### config.mk
export PLATFORM = sky130hd
export DESIGN_NAME = lhbp_device_flat
export DESIGN_NICKNAME = d
export VERILOG_FILES = /design/src/lhbp_pkg.sv /design/src/lhbp_if.sv /design/src/lhbp_device.sv /design/src/flat_wrapper.sv
export SDC_FILE = /design/constraint.sdc
export NUM_CORES = 1
export LEC_CHECK = 0
export BUFFER_PORTS_ARGS = -buffer_cell sky130_fd_sc_hd__clkbuf_2
export CAP_MARGIN = 20
export CORE_MARGIN = 1
export CORE_UTILIZATION = 58
export DETAILED_ROUTE_END_ITERATION = 10
export PLACE_DENSITY = 0.81
export SYNTH_ARGS = -nofsm -noshare
export SYNTH_HDL_FRONTEND = slang
export SYNTH_SLANG_ARGS = --single-unit
### constraint.sdc
create_clock -name mclk -period 4.5 [get_ports mclk]
set_input_delay 0.675 -clock mclk [delete_from_list [all_inputs] [get_ports mclk]]
set_output_delay 0.675 -clock mclk [all_outputs]
set_load 0.05 [all_outputs]
### src/lhbp_pkg.sv
// package: constants and types shared by both ends of the lcd host bus port
// Overview of operation
// - device initializes while init input low
// - reset acts on level, held while low
// - transfers only with both chip selects active
// - read-strobe style: device drives bus while read low
// - enable style: read pin becomes enable clock
// - read-strobe style: data latched at write leading edge
// - enable style: write pin becomes direction, high reads
// - strap high parallel, low serial
// - serial mode is write only
package lhbp_pkg;
  localparam int DATA_W      = 8;
  localparam int SER_DATA_BIT = 7;
  localparam int SER_CLK_BIT  = 6;
  localparam int SER_BITS     = 8;
  localparam logic [7:0] RD_DATA_RST = 8'h00;
  // host strobe phases in bus clock cycles
  localparam int STROBE_CYC   = 4;
  typedef logic [DATA_W-1:0] lhbp_byte_type;
endpackage : lhbp_pkg

### src/lhbp_if.sv
// interface: pins between host and lcd port
`timescale 1ns/1ps
interface lhbp_if;
  logic [7:0] dHost;      // host drive value
  logic [7:0] dHostOeN;   // host enable, low drives
  logic [7:0] dDev;
  logic [7:0] dDevOeN;
  logic       dataCommandSelect;
  logic       initLowInput;
  logic       chipSelectLowN;
  logic       chipSelectHigh;
  logic       rdStrobeN;  // enable clock in enable style
  logic       wrStrobeN;  // direction in enable style
  logic       busStyleSelect;
  logic       parallelSelect;
  modport dev  (input dHost, dHostOeN, dataCommandSelect, initLowInput, chipSelectLowN,
                chipSelectHigh, rdStrobeN, wrStrobeN, busStyleSelect, parallelSelect,
                output dDev, dDevOeN);
  modport host (output dHost, dHostOeN, dataCommandSelect, initLowInput, chipSelectLowN,
                chipSelectHigh, rdStrobeN, wrStrobeN, busStyleSelect, parallelSelect,
                input dDev, dDevOeN);
endinterface : lhbp_if

### src/lhbp_device.sv
// device end: samples host pins, delivers bytes, answers reads
`timescale 1ns/1ps
module lhbp_device
  import lhbp_pkg::*;
(
  input  wire logic                mclk,
  input  wire logic                sys_rst,
  lhbp_if.dev                      bus,
  output logic                     byteValid,
  output lhbp_pkg::lhbp_byte_type  byteData,
  output logic                     byteIsData,
  input  wire lhbp_pkg::lhbp_byte_type rdData,
  output logic                     rdTaken,
  output logic                     inInit
);
  import lhbp_pkg::*;

  // three-stage synchronisers; decisions use stages two and three only
  localparam int NS = 16;
  logic [NS-1:0] s1Ff, s2Ff, s3Ff, nxt_s1, nxt_s2, nxt_s3;
  logic [NS-1:0] rawIn;
  assign rawIn = {bus.dHost, bus.dataCommandSelect, bus.chipSelectLowN, bus.chipSelectHigh,
                  bus.rdStrobeN, bus.wrStrobeN, bus.initLowInput, bus.parallelSelect,
                  bus.busStyleSelect};
  always_comb
  begin
    nxt_s1 = rawIn;
    nxt_s2 = s1Ff;
    nxt_s3 = s2Ff;
  end
  always_ff @(posedge mclk or posedge sys_rst)
  begin
    if (sys_rst)
    begin
      s1Ff <= '0;
      s2Ff <= '0;
      s3Ff <= '0;
    end
    else
    begin
      s1Ff <= nxt_s1;
      s2Ff <= nxt_s2;
      s3Ff <= nxt_s3;
    end
  end

  // filtered pin levels: change only when stages agree
  logic [NS-1:0] pinFf, nxt_pin;
  always_comb
  begin
    nxt_pin = pinFf;
    for (int i = 0; i < NS; i++)
      if (s2Ff[i] == s3Ff[i])
        nxt_pin[i] = s3Ff[i];
  end
  logic [7:0] pD;
  logic pSel, pCsN, pCs, pRd, pWr, pInit;
  // straps share the synchroniser, so mode and strobes move together
  logic parMode, style68;
  assign {pD, pSel, pCsN, pCs, pRd, pWr, pInit, parMode, style68} = pinFf;

  logic chipOn, initOn;
  assign chipOn = !pCsN && pCs;
  assign initOn = !pInit;

  // strobe decode per bus style
  logic wrLead, rdActive, eRise, eFall;
  logic rdPrevFf, wrPrevFf, nxt_rdPrev, nxt_wrPrev;
  assign eRise   = pRd && !rdPrevFf;
  assign eFall   = !pRd && rdPrevFf;
  always_comb
  begin
    if (style68)
    begin
      wrLead   = chipOn && eFall && !pWr;
      rdActive = chipOn && pRd && pWr;
    end
    else
    begin
      wrLead   = chipOn && !pWr && wrPrevFf;
      rdActive = chipOn && !pRd;
    end
  end

  // serial shifter on the two top lines
  logic [7:0] shFf, nxt_sh;
  logic [2:0] cntFf, nxt_cnt;
  logic       sclPrevFf, nxt_sclPrev;
  logic       sclRise;
  assign sclRise = pD[SER_CLK_BIT] && !sclPrevFf;

  logic       vFf, nxt_v, dcFf, nxt_dc, rtFf, nxt_rt;
  lhbp_byte_type bFf, nxt_b, oFf, nxt_o;
  logic [7:0] oeNFf, nxt_oeN;
  always_comb
  begin
    nxt_rdPrev  = pRd;
    nxt_wrPrev  = pWr;
    nxt_sclPrev = pD[SER_CLK_BIT];
    nxt_sh  = shFf;
    nxt_cnt = cntFf;
    nxt_v   = 1'b0;
    nxt_b   = bFf;
    nxt_dc  = dcFf;
    nxt_rt  = 1'b0;
    nxt_o   = oFf;
    nxt_oeN = 8'hff;
    if (initOn)
    begin
      nxt_cnt = '0;
      nxt_sh  = '0;
    end
    else if (parMode)
    begin
      if (wrLead && !rdActive)
      begin
        nxt_v  = 1'b1;
        nxt_b  = pD;
        nxt_dc = pSel;
      end
      if (rdActive)
      begin
        nxt_oeN = 8'h00;
        nxt_o   = rdData;
        nxt_rt  = style68 ? eRise : !wrPrevFf ? 1'b0 : (rdPrevFf && !pRd);
      end
    end
    else if (!chipOn)
      nxt_cnt = '0;
    else if (sclRise)
    begin
      // msb first, select taken with last bit
      nxt_sh  = {shFf[6:0], pD[SER_DATA_BIT]};
      nxt_cnt = cntFf + 3'h1;
      if (cntFf == 3'h7)
      begin
        nxt_v  = 1'b1;
        nxt_b  = {shFf[6:0], pD[SER_DATA_BIT]};
        nxt_dc = pSel;
      end
    end
    // serial mode never drives: lines float, no read path
  end
  always_ff @(posedge mclk or posedge sys_rst)
  begin
    if (sys_rst)
    begin
      pinFf     <= '0;
      rdPrevFf  <= 1'b1;
      wrPrevFf  <= 1'b1;
      sclPrevFf <= 1'b0;
      shFf      <= '0;
      cntFf     <= '0;
      vFf       <= 1'b0;
      bFf       <= '0;
      dcFf      <= 1'b0;
      rtFf      <= 1'b0;
      oFf       <= RD_DATA_RST;
      oeNFf     <= 8'hff;
    end
    else
    begin
      pinFf     <= nxt_pin;
      rdPrevFf  <= nxt_rdPrev;
      wrPrevFf  <= nxt_wrPrev;
      sclPrevFf <= nxt_sclPrev;
      shFf      <= nxt_sh;
      cntFf     <= nxt_cnt;
      vFf       <= nxt_v;
      bFf       <= nxt_b;
      dcFf      <= nxt_dc;
      rtFf      <= nxt_rt;
      oFf       <= nxt_o;
      oeNFf     <= nxt_oeN;
    end
  end

  // init flag registered; level-held reset
  logic initFf, nxt_init;
  always_comb nxt_init = initOn;
  always_ff @(posedge mclk or posedge sys_rst)
  begin
    if (sys_rst)
      initFf <= 1'b1;
    else
      initFf <= nxt_init;
  end

  assign byteValid  = vFf;
  assign byteData   = bFf;
  assign byteIsData = dcFf;
  assign rdTaken    = rtFf;
  assign inInit     = initFf;
  assign bus.dDev    = oFf;
  assign bus.dDevOeN = oeNFf;
endmodule : lhbp_device

### src/flat_wrapper.sv
// flat-port wrapper written by rule: the top's interface ports become plain ports
module lhbp_device_flat import lhbp_pkg::*;
  (mclk, sys_rst, byteValid, byteData, byteIsData, rdData, rdTaken, inInit, bus_dHost, bus_dHostOeN, bus_dataCommandSelect, bus_initLowInput, bus_chipSelectLowN, bus_chipSelectHigh, bus_rdStrobeN, bus_wrStrobeN, bus_busStyleSelect, bus_parallelSelect, bus_dDev, bus_dDevOeN);
  lhbp_if bus_i ();
  input  wire logic mclk;
  input  wire logic sys_rst;
  output logic byteValid;
  output lhbp_pkg::lhbp_byte_type byteData;
  output logic byteIsData;
  input  wire lhbp_pkg::lhbp_byte_type rdData;
  output logic rdTaken;
  output logic inInit;
  input wire logic [$bits(bus_i.dHost)-1:0] bus_dHost;
  input wire logic [$bits(bus_i.dHostOeN)-1:0] bus_dHostOeN;
  input wire logic [$bits(bus_i.dataCommandSelect)-1:0] bus_dataCommandSelect;
  input wire logic [$bits(bus_i.initLowInput)-1:0] bus_initLowInput;
  input wire logic [$bits(bus_i.chipSelectLowN)-1:0] bus_chipSelectLowN;
  input wire logic [$bits(bus_i.chipSelectHigh)-1:0] bus_chipSelectHigh;
  input wire logic [$bits(bus_i.rdStrobeN)-1:0] bus_rdStrobeN;
  input wire logic [$bits(bus_i.wrStrobeN)-1:0] bus_wrStrobeN;
  input wire logic [$bits(bus_i.busStyleSelect)-1:0] bus_busStyleSelect;
  input wire logic [$bits(bus_i.parallelSelect)-1:0] bus_parallelSelect;
  output wire logic [$bits(bus_i.dDev)-1:0] bus_dDev;
  output wire logic [$bits(bus_i.dDevOeN)-1:0] bus_dDevOeN;
  assign bus_i.dHost = bus_dHost;
  assign bus_i.dHostOeN = bus_dHostOeN;
  assign bus_i.dataCommandSelect = bus_dataCommandSelect;
  assign bus_i.initLowInput = bus_initLowInput;
  assign bus_i.chipSelectLowN = bus_chipSelectLowN;
  assign bus_i.chipSelectHigh = bus_chipSelectHigh;
  assign bus_i.rdStrobeN = bus_rdStrobeN;
  assign bus_i.wrStrobeN = bus_wrStrobeN;
  assign bus_i.busStyleSelect = bus_busStyleSelect;
  assign bus_i.parallelSelect = bus_parallelSelect;
  assign bus_dDev = bus_i.dDev;
  assign bus_dDevOeN = bus_i.dDevOeN;
  lhbp_device u_core (.mclk(mclk), .sys_rst(sys_rst), .bus(bus_i), .byteValid(byteValid), .byteData(byteData), .byteIsData(byteIsData), .rdData(rdData), .rdTaken(rdTaken), .inInit(inInit));
endmodule
==> run metrics, run 1 <==
status complete, no violations; post-synthesis cell count 192; DRT antenna net count 0; Worst-Skew Late Latency 350 ps; clock skew 4.631 ps; Max Freq 436.5 MHz; Die Footprint 5981 µm²; sequential-to-total area share from yosys stat 0.7465; CP Capture Type register; routed len/inst 14.04 µm; Starting Density 0.6015; fin crit share 0.5091; commonest non-fill, non-tap cell in the layout dfrtp_1; Vias/cell 5.056; total number of vias 1,633; setup slack, reg-to-reg 2210 ps; Hold WS 352.2 ps; CP max stage cell nor4b_4; post-CTS resize count 0; diode count 0; Post-synth EDFFs 0; Primary FF master, synth dfrtp_1; CP Class register to register; Final Util 0.6914; max-slew violations 0; Final Setup Violations 0; Hold Crit Class register to register; VDD IR max 0.2539 mV; RSZ-0062 raised after global routing no; Hold Buf Count CTS 0; Final GP Congestion 0.6752; Critical Path AT 2530 ps; Storage cell area 2457 µm²; Synth Register Bits 98; CTS tree done; Hold Path Sink u_core.nxt_s3[14]; worst hold path depth 0; Final min period 2291 ps; Ys Warns 0; initial antenna violation count 0; Lkg Pwr 1.783 nW; TNS Setup 0 ps; net count after synthesis 228; ys async rst share 1.000; Root Buffer clkbuf_8; die height 77.34 µm; R2R depth 3; die span in x 77.34 µm; Mapped Avg Cell Area 17.15 µm²; crit start category register; first-pass GRT wire length 7.845 mm; Max transition margin 0.4033; Logic pwr share 0.171; most frequent cells in the layout dfrtp_1, clkbuf_2, mux2_2; total clock sinks 98; CP required 4740 ps; grt ovf 0; area of the multi-input gates 748.2 µm²; cells along the critical path nor4b_4 > a32oi_4 > mux2_2; HPWL Detailed 3.073 mm; Crit path largest cell delay 890 ps; CP startpoint u_core.pinFf[1]; detailed-route DRC error count 0; switch share 0.2928; share of total power in the clock network 0.288; Unique masters post-synth 23; cell area after synthesis 3292 µm²; Num CTS Buffers 9; DR pass1 iterations 6; Hold Fails Final Rpt 0; DR iter-0 viols 71; CP Max Fanout 12; Max Root-Sink Buffers 2; register share of total power 0.541; CP delay by family, top simple AND/OR/NAND/NOR gates; Filler cells 390; Worst Tran Pin Value 891.3 ps; I/O pin total 62; Pint 0.001327 W; FF-to-FF End u_core.byteData[4]; largest net degree at the start of global routing 61; power per cell area 495.9 nW/µm²; core area 5473 µm²; WP buf/inv 0; routed wire length 4.535 mm; Core Rows 27; Psw 0.0005495 W; area delta synth->final 14.94%; number of global-route vias before repair 1,637; max-cap violation count 0; port bufs 53; Final Power 0.001876 W; total track usage 0.1765; min-delay src u_core.nxt_s2[14]; clock slew at reported path FFs 80 ps; r2r startpoint u_core.pinFf[1]; post-CTS setup buffers 0; layout net count 283; layout cells sized above 1 0.4143; CTS H-tree depth 3
## metal layers
| layer | vias to the layer above | track usage | share of wire |
|---|---|---|---|
| met5 | - | 0 | 0 |
| met4 | 0 | 0.07925 | 0.017 |
| met3 | 9 | 0.06353 | 0.044 |
| met2 | 37 | 0.2628 | 0.50 |
| met1 | 832 | 0.2348 | 0.44 |
| li1 | 755 | - | - |
## flip-flops by register name, indices dropped and copies added (netlist names)
| signal | count |
|---|---|
| u_core.bus.dDev | 8 |
| u_core.bus.dDevOeN | 1 |
| u_core.byteData | 8 |
| u_core.byteIsData | 1 |
| u_core.byteValid | 1 |
| u_core.cntFf | 3 |
| u_core.inInit | 1 |
| u_core.nxt_s2 | 16 |
| u_core.nxt_s3 | 16 |
| u_core.pinFf | 16 |
| u_core.rdPrevFf | 1 |
| u_core.rdTaken | 1 |
| u_core.s3Ff | 16 |
| u_core.sclPrevFf | 1 |
| u_core.shFf | 7 |
| u_core.wrPrevFf | 1 |
## worst reg2reg max path, stage by stage (launching register included)
cell and delay (ps):
dfrtp_1 590, nor4b_4 890, a32oi_4 340, mux2_2 360
## cells by family after synthesis
family,count (synthesis),share of synthesized area
compound gates,7,0.02471
fa+ha+maj,18,0.05625
buf+inv,15,0.02623
flops,98,0.7465
mux,33,0.1098
simple gates,21,0.03649
## final cells by class
| class | count | share of cell area |
|---|---|---|
| Timing Repair Buffer | 54 | 0.07209 |
| Clock buffer | 11 | 0.03737 |
| Sequential cell | 98 | 0.6495 |
| Clock inverter | 4 | 0.01389 |
| Multi-Input combinational cell | 79 | 0.1978 |
| Tap cell | 72 | 0.02381 |
| Inverter | 5 | 0.005622 |
## Yosys cell counts (2+ instances only)
library cell  instances  area [µm²]
a22oi_1               2       15.01
buf_4                 8       60.06
clkbuf_1              2       7.510
dfrtp_1              94        2352
dfstp_2               4       105.1
ha_1                  2       25.02
inv_1                 5       18.77
maj3_1               16       160.2
mux2_2               25       281.5
mux2i_1               8       80.08
nand2_1               3       11.26
nor2_1               12       45.04
## metrics by stage
step           instances  setup WS (ps)  instance area (µm²)
3_5_place_dp         308           2218                 3590
4_1_cts              323           2184                 3784
2_1_floorplan        192           1270                 3292
3_3_place_gp         308           2239                 3590
5_1_grt              323           2086                 3784
6_report             323           2209                 3784
## worst max path at each step
stage	endpoint	slack, ps	cells after the start
6_report	u_core.byteData[4]	2210	3
5_1_grt	u_core.byteData[6]	2090	3
4_1_cts	u_core.byteData[4]	2180	3
3_5_place_dp	u_core.byteData[0]	2220	3
3_3_place_gp	u_core.byteIsData	2240	3
2_1_floorplan	u_core.bus.dDev[0]	1270	1
## power by group through the flow
stage                     logic (W)  registers, W  clock network, W
final                      0.000321       0.00102          0.000540
after floorplan           0.0000998       0.00117                 0
after global routing       0.000339       0.00103          0.000587
after detailed placement   0.000325       0.00103                 0
after CTS                  0.000325       0.00102          0.000556
after global placement     0.000319       0.00103                 0
Power figures use the tool's default switching activity.
==> run 2, diff against run 1 <==
CORE_UTILIZATION = 54   (was 58)
PLACE_DENSITY = 0.76   (was 0.81)
clock period = 2.4 ns   (was 4.5 ns; I/O delays follow)
==> run 2 against run 1 <==
- first-iteration DRC count rose by 31%
- global-route usage fell by 0.99 points
- hold slack worse by 240 ps
- largest power group unchanged
- flip-flop and latch count stayed put
- critical endpoint is now u_core.byteData[1]
- via count fell by 0.37%
==> run metrics, run 2 (synthesis results as in run 1) <==
status complete, no violations; CP Max Fanout 12; diode count 0; first-pass GRT wire length 7.762 mm; routed len/inst 14.09 µm; layout net count 286; DR pass1 iterations 4; DRT antenna net count 0; Lkg Pwr 1.837 nW; power per cell area 973.0 nW/µm²; Critical Path AT 2070 ps; fin crit share 0.7680; Final Setup Violations 0; die height 80.08 µm; commonest non-fill, non-tap cell in the layout dfrtp_1; CTS tree done; Core Rows 28; Max Root-Sink Buffers 2; RSZ-0062 raised after global routing no; Hold Buf Count CTS 0; port bufs 53; die span in x 80.08 µm; detailed-route DRC error count 0; routed wire length 4.651 mm; largest net degree at the start of global routing 43; busiest layer in global routing met1; area delta synth->final 17.98%; most frequent cells in the layout dfrtp_1, clkbuf_2, mux2_2; CP Class register to register; CP required 2630 ps; Vias/cell 4.930; VDD IR max 0.5776 mV; Max Freq 542.5 MHz; CP Capture Type register; post-CTS resize count 0; cells along the critical path nand4b_2 > nor2_1 > a32oi_4 > mux2_2; DR iter-0 viols 93; Final Cell Area 3884 µm²; Filler cells 437; clock slew at reported path FFs 90 ps; Hold Fails Final Rpt 0; Max transition margin 0.5047; core area 5886 µm²; crit start category register; total track usage 0.1666; Die Footprint 6412 µm²; clock skew 11.98 ps; Worst-Skew Late Latency 340 ps; TNS Setup 0 ps; DP Area 3630 µm²; CP max stage cell dfrtp_1; Num CTS Buffers 9; Root Buffer clkbuf_8; max-cap violation count 0; Hold WS 113.2 ps; number of global-route vias before repair 1,580; total number of vias 1,627; grt ovf 0; Final GP Congestion 0.7015; Crit path largest cell delay 590 ps; total clock sinks 98; met2 Usage GRT 0.2333; HPWL Detailed 3.140 mm; CTS H-tree depth 3; Starting Density 0.5593; max-slew violations 0; Hold Crit Class primary input to register; Worst Tran Pin Value 741.4 ps; met3 usage 0.04659; layout cells sized above 1 0.4235; Final min period 1843 ps; GR met1 Demand/Resource 0.2381; I/O pin total 62; initial antenna violation count 0; post-CTS setup buffers 0
[run 2: cell count changes in the layout (fill, tap and decap cells not counted), sizes merged]
| cell | delta |
|---|---|
| clkinvlp | -2 |
| clkinv | +1 |
| clkbuf | +1 |
| buf | +3 |
| inv | -1 |
| bufinv | +2 |
[run 2: worst max-delay path, delay by kind of cell, from the launching register on]
family             cells  cell delay, ps
AOI/OAI and AO/OA      1             420
muxes                  1             400
DFF                    1             590
and+or+nand+nor        2             330
[run 2: worst paths after layout]
check | from | end | slack, ps | depth (start not counted)
max in group asynchronous | sys_rst | u_core.wrPrevFf | 1600 | 3
setup / recovery | u_core.pinFf[1] | u_core.byteData[1] | 560 | 4
setup reg to reg | u_core.pinFf[1] | u_core.byteData[1] | 560 | 4
min in group asynchronous | sys_rst | u_core.cntFf[0] | 120 | 2
hold / removal | bus_dHost[2] | u_core.nxt_s2[10] | 110 | 1
hold reg to reg | u_core.nxt_s2[4] | u_core.nxt_s3[4] | 350 | 0
[run 2: final cells by class]
class                           instances  area (µm²)  share of cell area
Sequential cell                        98        2457              0.6327
Multi-Input combinational cell         79       748.2              0.1927
Timing Repair Buffer                   57       307.8             0.07925
Inverter                                5       22.52            0.005799
Tap cell                               75       93.84             0.02416
Clock buffer                           12       155.1             0.03995
Clock inverter                          4       98.84             0.02545
[run 2: metrics by stage]
step           total power [W]  instances  setup slack [ps]    util
2_1_floorplan         0.002391        192             784.0       -
3_3_place_gp          0.002532        314             541.1  0.6167
3_5_place_dp          0.002553        314             536.0  0.6167
4_1_cts               0.003822        330             544.6  0.6599
5_1_grt               0.003939        330             450.3  0.6599
6_report              0.003779        330             556.7  0.6599
[run 2: metal layers]
layer / part of all wire / vias up
li1: - / 758
met1: 0.47 / 829
met2: 0.48 / 31
met3: 0.035 / 9
met4: 0.018 / 0
met5: 0 / -
[run 2: power by group]
part	leakage (nW)	internal, W	switching (W)
Combinational	0.519	0.000180	0.000427
Clock	0.127	0.000752	0.000515
Sequential	1.19	0.00181	0.0000963
Total	1.84	0.00274	0.00104
==> run 3, diff against run 2 <==
clock period = 1.9 ns   (was 2.4 ns; I/O delays follow)
==> run 3 against run 2 <==
- sequential share of layout area rose by 0.66 points
- flip-flop and latch count did not move
- core utilization fell by 0.68 points
- critical path type unchanged
- highest routed layer unchanged
- via count rose by 1.3%
- global-route usage rose by 0.36 points
- design area fell by 1.0%
- combinational power rose by 29%
- clock skew fell by 5.3 ps
- clock power fell by 9%
- wire length rose by 0.58%
==> run metrics, run 3 (synthesis results as in run 1) <==
Lkg Pwr 1.815 nW; max-cap violation count 0; CP delay by family, top adder cells; most frequent cells in the layout dfrtp_1, clkbuf_2, mux2_2; area delta synth->final 16.76%; DR iter-0 viols 83; VDD IR max 0.6594 mV; Max transition margin 0.7338; diode count 0; routed len/inst 14.13 µm; post-CTS setup buffers 0; WP buf/inv 1; Critical Path AT 1910 ps; Crit path largest cell delay 410 ps; Most common cell on crit path ha_1; total track usage 0.1701; number of global-route vias before repair 1,612; TNS Setup 0 ps; layout net count 288; Core Rows 28; port bufs 53; detailed-route DRC error count 0; Num CTS Buffers 9; CP Capture Type register; Final min period 1684 ps; CP Class register to register; clock skew 6.646 ps; clock slew at reported path FFs 80 ps; Vias/cell 4.979; DRT antenna net count 0; setup slack after layout 215.9 ps; commonest non-fill, non-tap cell in the layout dfrtp_1; cells along the critical path ha_1 > ha_1 > a32oi_4 > buf_12 > mux2_2; total clock sinks 98; CP Max Fanout 10; fin crit share 0.8864; Final Setup Violations 0; grt ovf 0; Root Buffer clkbuf_8; Final Util 0.6531; core area 5886 µm²; Die Footprint 6412 µm²; CTS tree done; status complete, no violations; Max Root-Sink Buffers 2; die span in x 80.08 µm; pre-CTS setup slack 227.8 ps; I/O pin total 62; CP max stage cell dfrtp_1; max-slew violations 0; first-pass GRT wire length 7.831 mm; Worst Tran Pin Value 395.2 ps; initial antenna violation count 0; Hold Crit Class primary input to register; Cells after DPL 315; die height 80.08 µm; Starting Density 0.5593; Max Freq 593.8 MHz; Hold Fails Final Rpt 0; RSZ-0062 raised after global routing no; Finished Layout Cells 331; Final GP Congestion 0.6784; Worst-Skew Late Latency 340 ps; crit start category register; largest net degree at the start of global routing 44; total number of vias 1,648; CP required 2120 ps; DR pass1 iterations 4; CTS H-tree depth 3; layout cells sized above 1 0.4180; HPWL Detailed 3.188 mm; routed wire length 4.678 mm; power per cell area 1130 nW/µm²
==> run 3: cell type report <==
| class | instances | area [µm²] |
|---|---|---|
| clock inverters | 2 | 12.51 |
| fillers | 427 | 2042 |
| flip-flops and latches | 98 | 2457 |
| well taps | 75 | 93.84 |
| multi-input cells | 79 | 748.2 |
| repair buffers | 59 | 350.3 |
| clock buffers | 13 | 158.9 |
| inverters | 5 | 22.52 |
==> run 3: worst register-to-register path, stage by stage (launching register included) <==
cell and delay, ps:
dfrtp_1 410, ha_1 210, ha_1 210, a32oi_4 240, buf_12 160, mux2_2 340
==> run 3: worst paths after layout <==
path / slack, ps / depth (start not counted) / from / end
min reg2reg: 350 / 0 / u_core.nxt_s2[2] / u_core.nxt_s3[2]
max reg2reg: 220 / 5 / u_core.cntFf[0] / u_core.byteData[4]
min: 50 / 1 / bus_chipSelectHigh / u_core.nxt_s2[5]
min in group asynchronous: 470 / 3 / sys_rst / u_core.bus.dDev[7]
max: 220 / 5 / u_core.cntFf[0] / u_core.byteData[4]
max in group asynchronous: 850 / 4 / sys_rst / u_core.wrPrevFf
==> run 3: power by group <==
group          total, W  switching (W)  leakage, nW  internal [W]
Combinational  0.000783       0.000549        0.538      0.000234
Sequential      0.00240       0.000117         1.19       0.00228
Clock           0.00116       0.000618       0.0855      0.000540
Total           0.00434        0.00128         1.82       0.00306
==> run 3: per-stage QoR <==
step / area, µm² / total power (W) / hold slack, ps
5_1_grt: 3844 / 0.004545 / 13.24
3_5_place_dp: 3662 / 0.003235 / 286.2
2_1_floorplan: 3296 / 0.003020 / 316.4
4_1_cts: 3844 / 0.004398 / 19.91
3_3_place_gp: 3662 / 0.003204 / 274.9
6_report: 3844 / 0.004343 / 45.69
==> run 3: routing by layer <==
layer,GRT usage,up-vias,share of wire
li1,-,768,-
met4,0.08571,0,0.015
met5,0,-,0
met3,0.05568,7,0.032
met2,0.2453,23,0.50
met1,0.2327,850,0.46
==> run 3: repair_timing <==
item	in CTS	in global routing
endpoints found under the hold margin	13	0
gates resized for setup	0	0
hold buffers	1	0
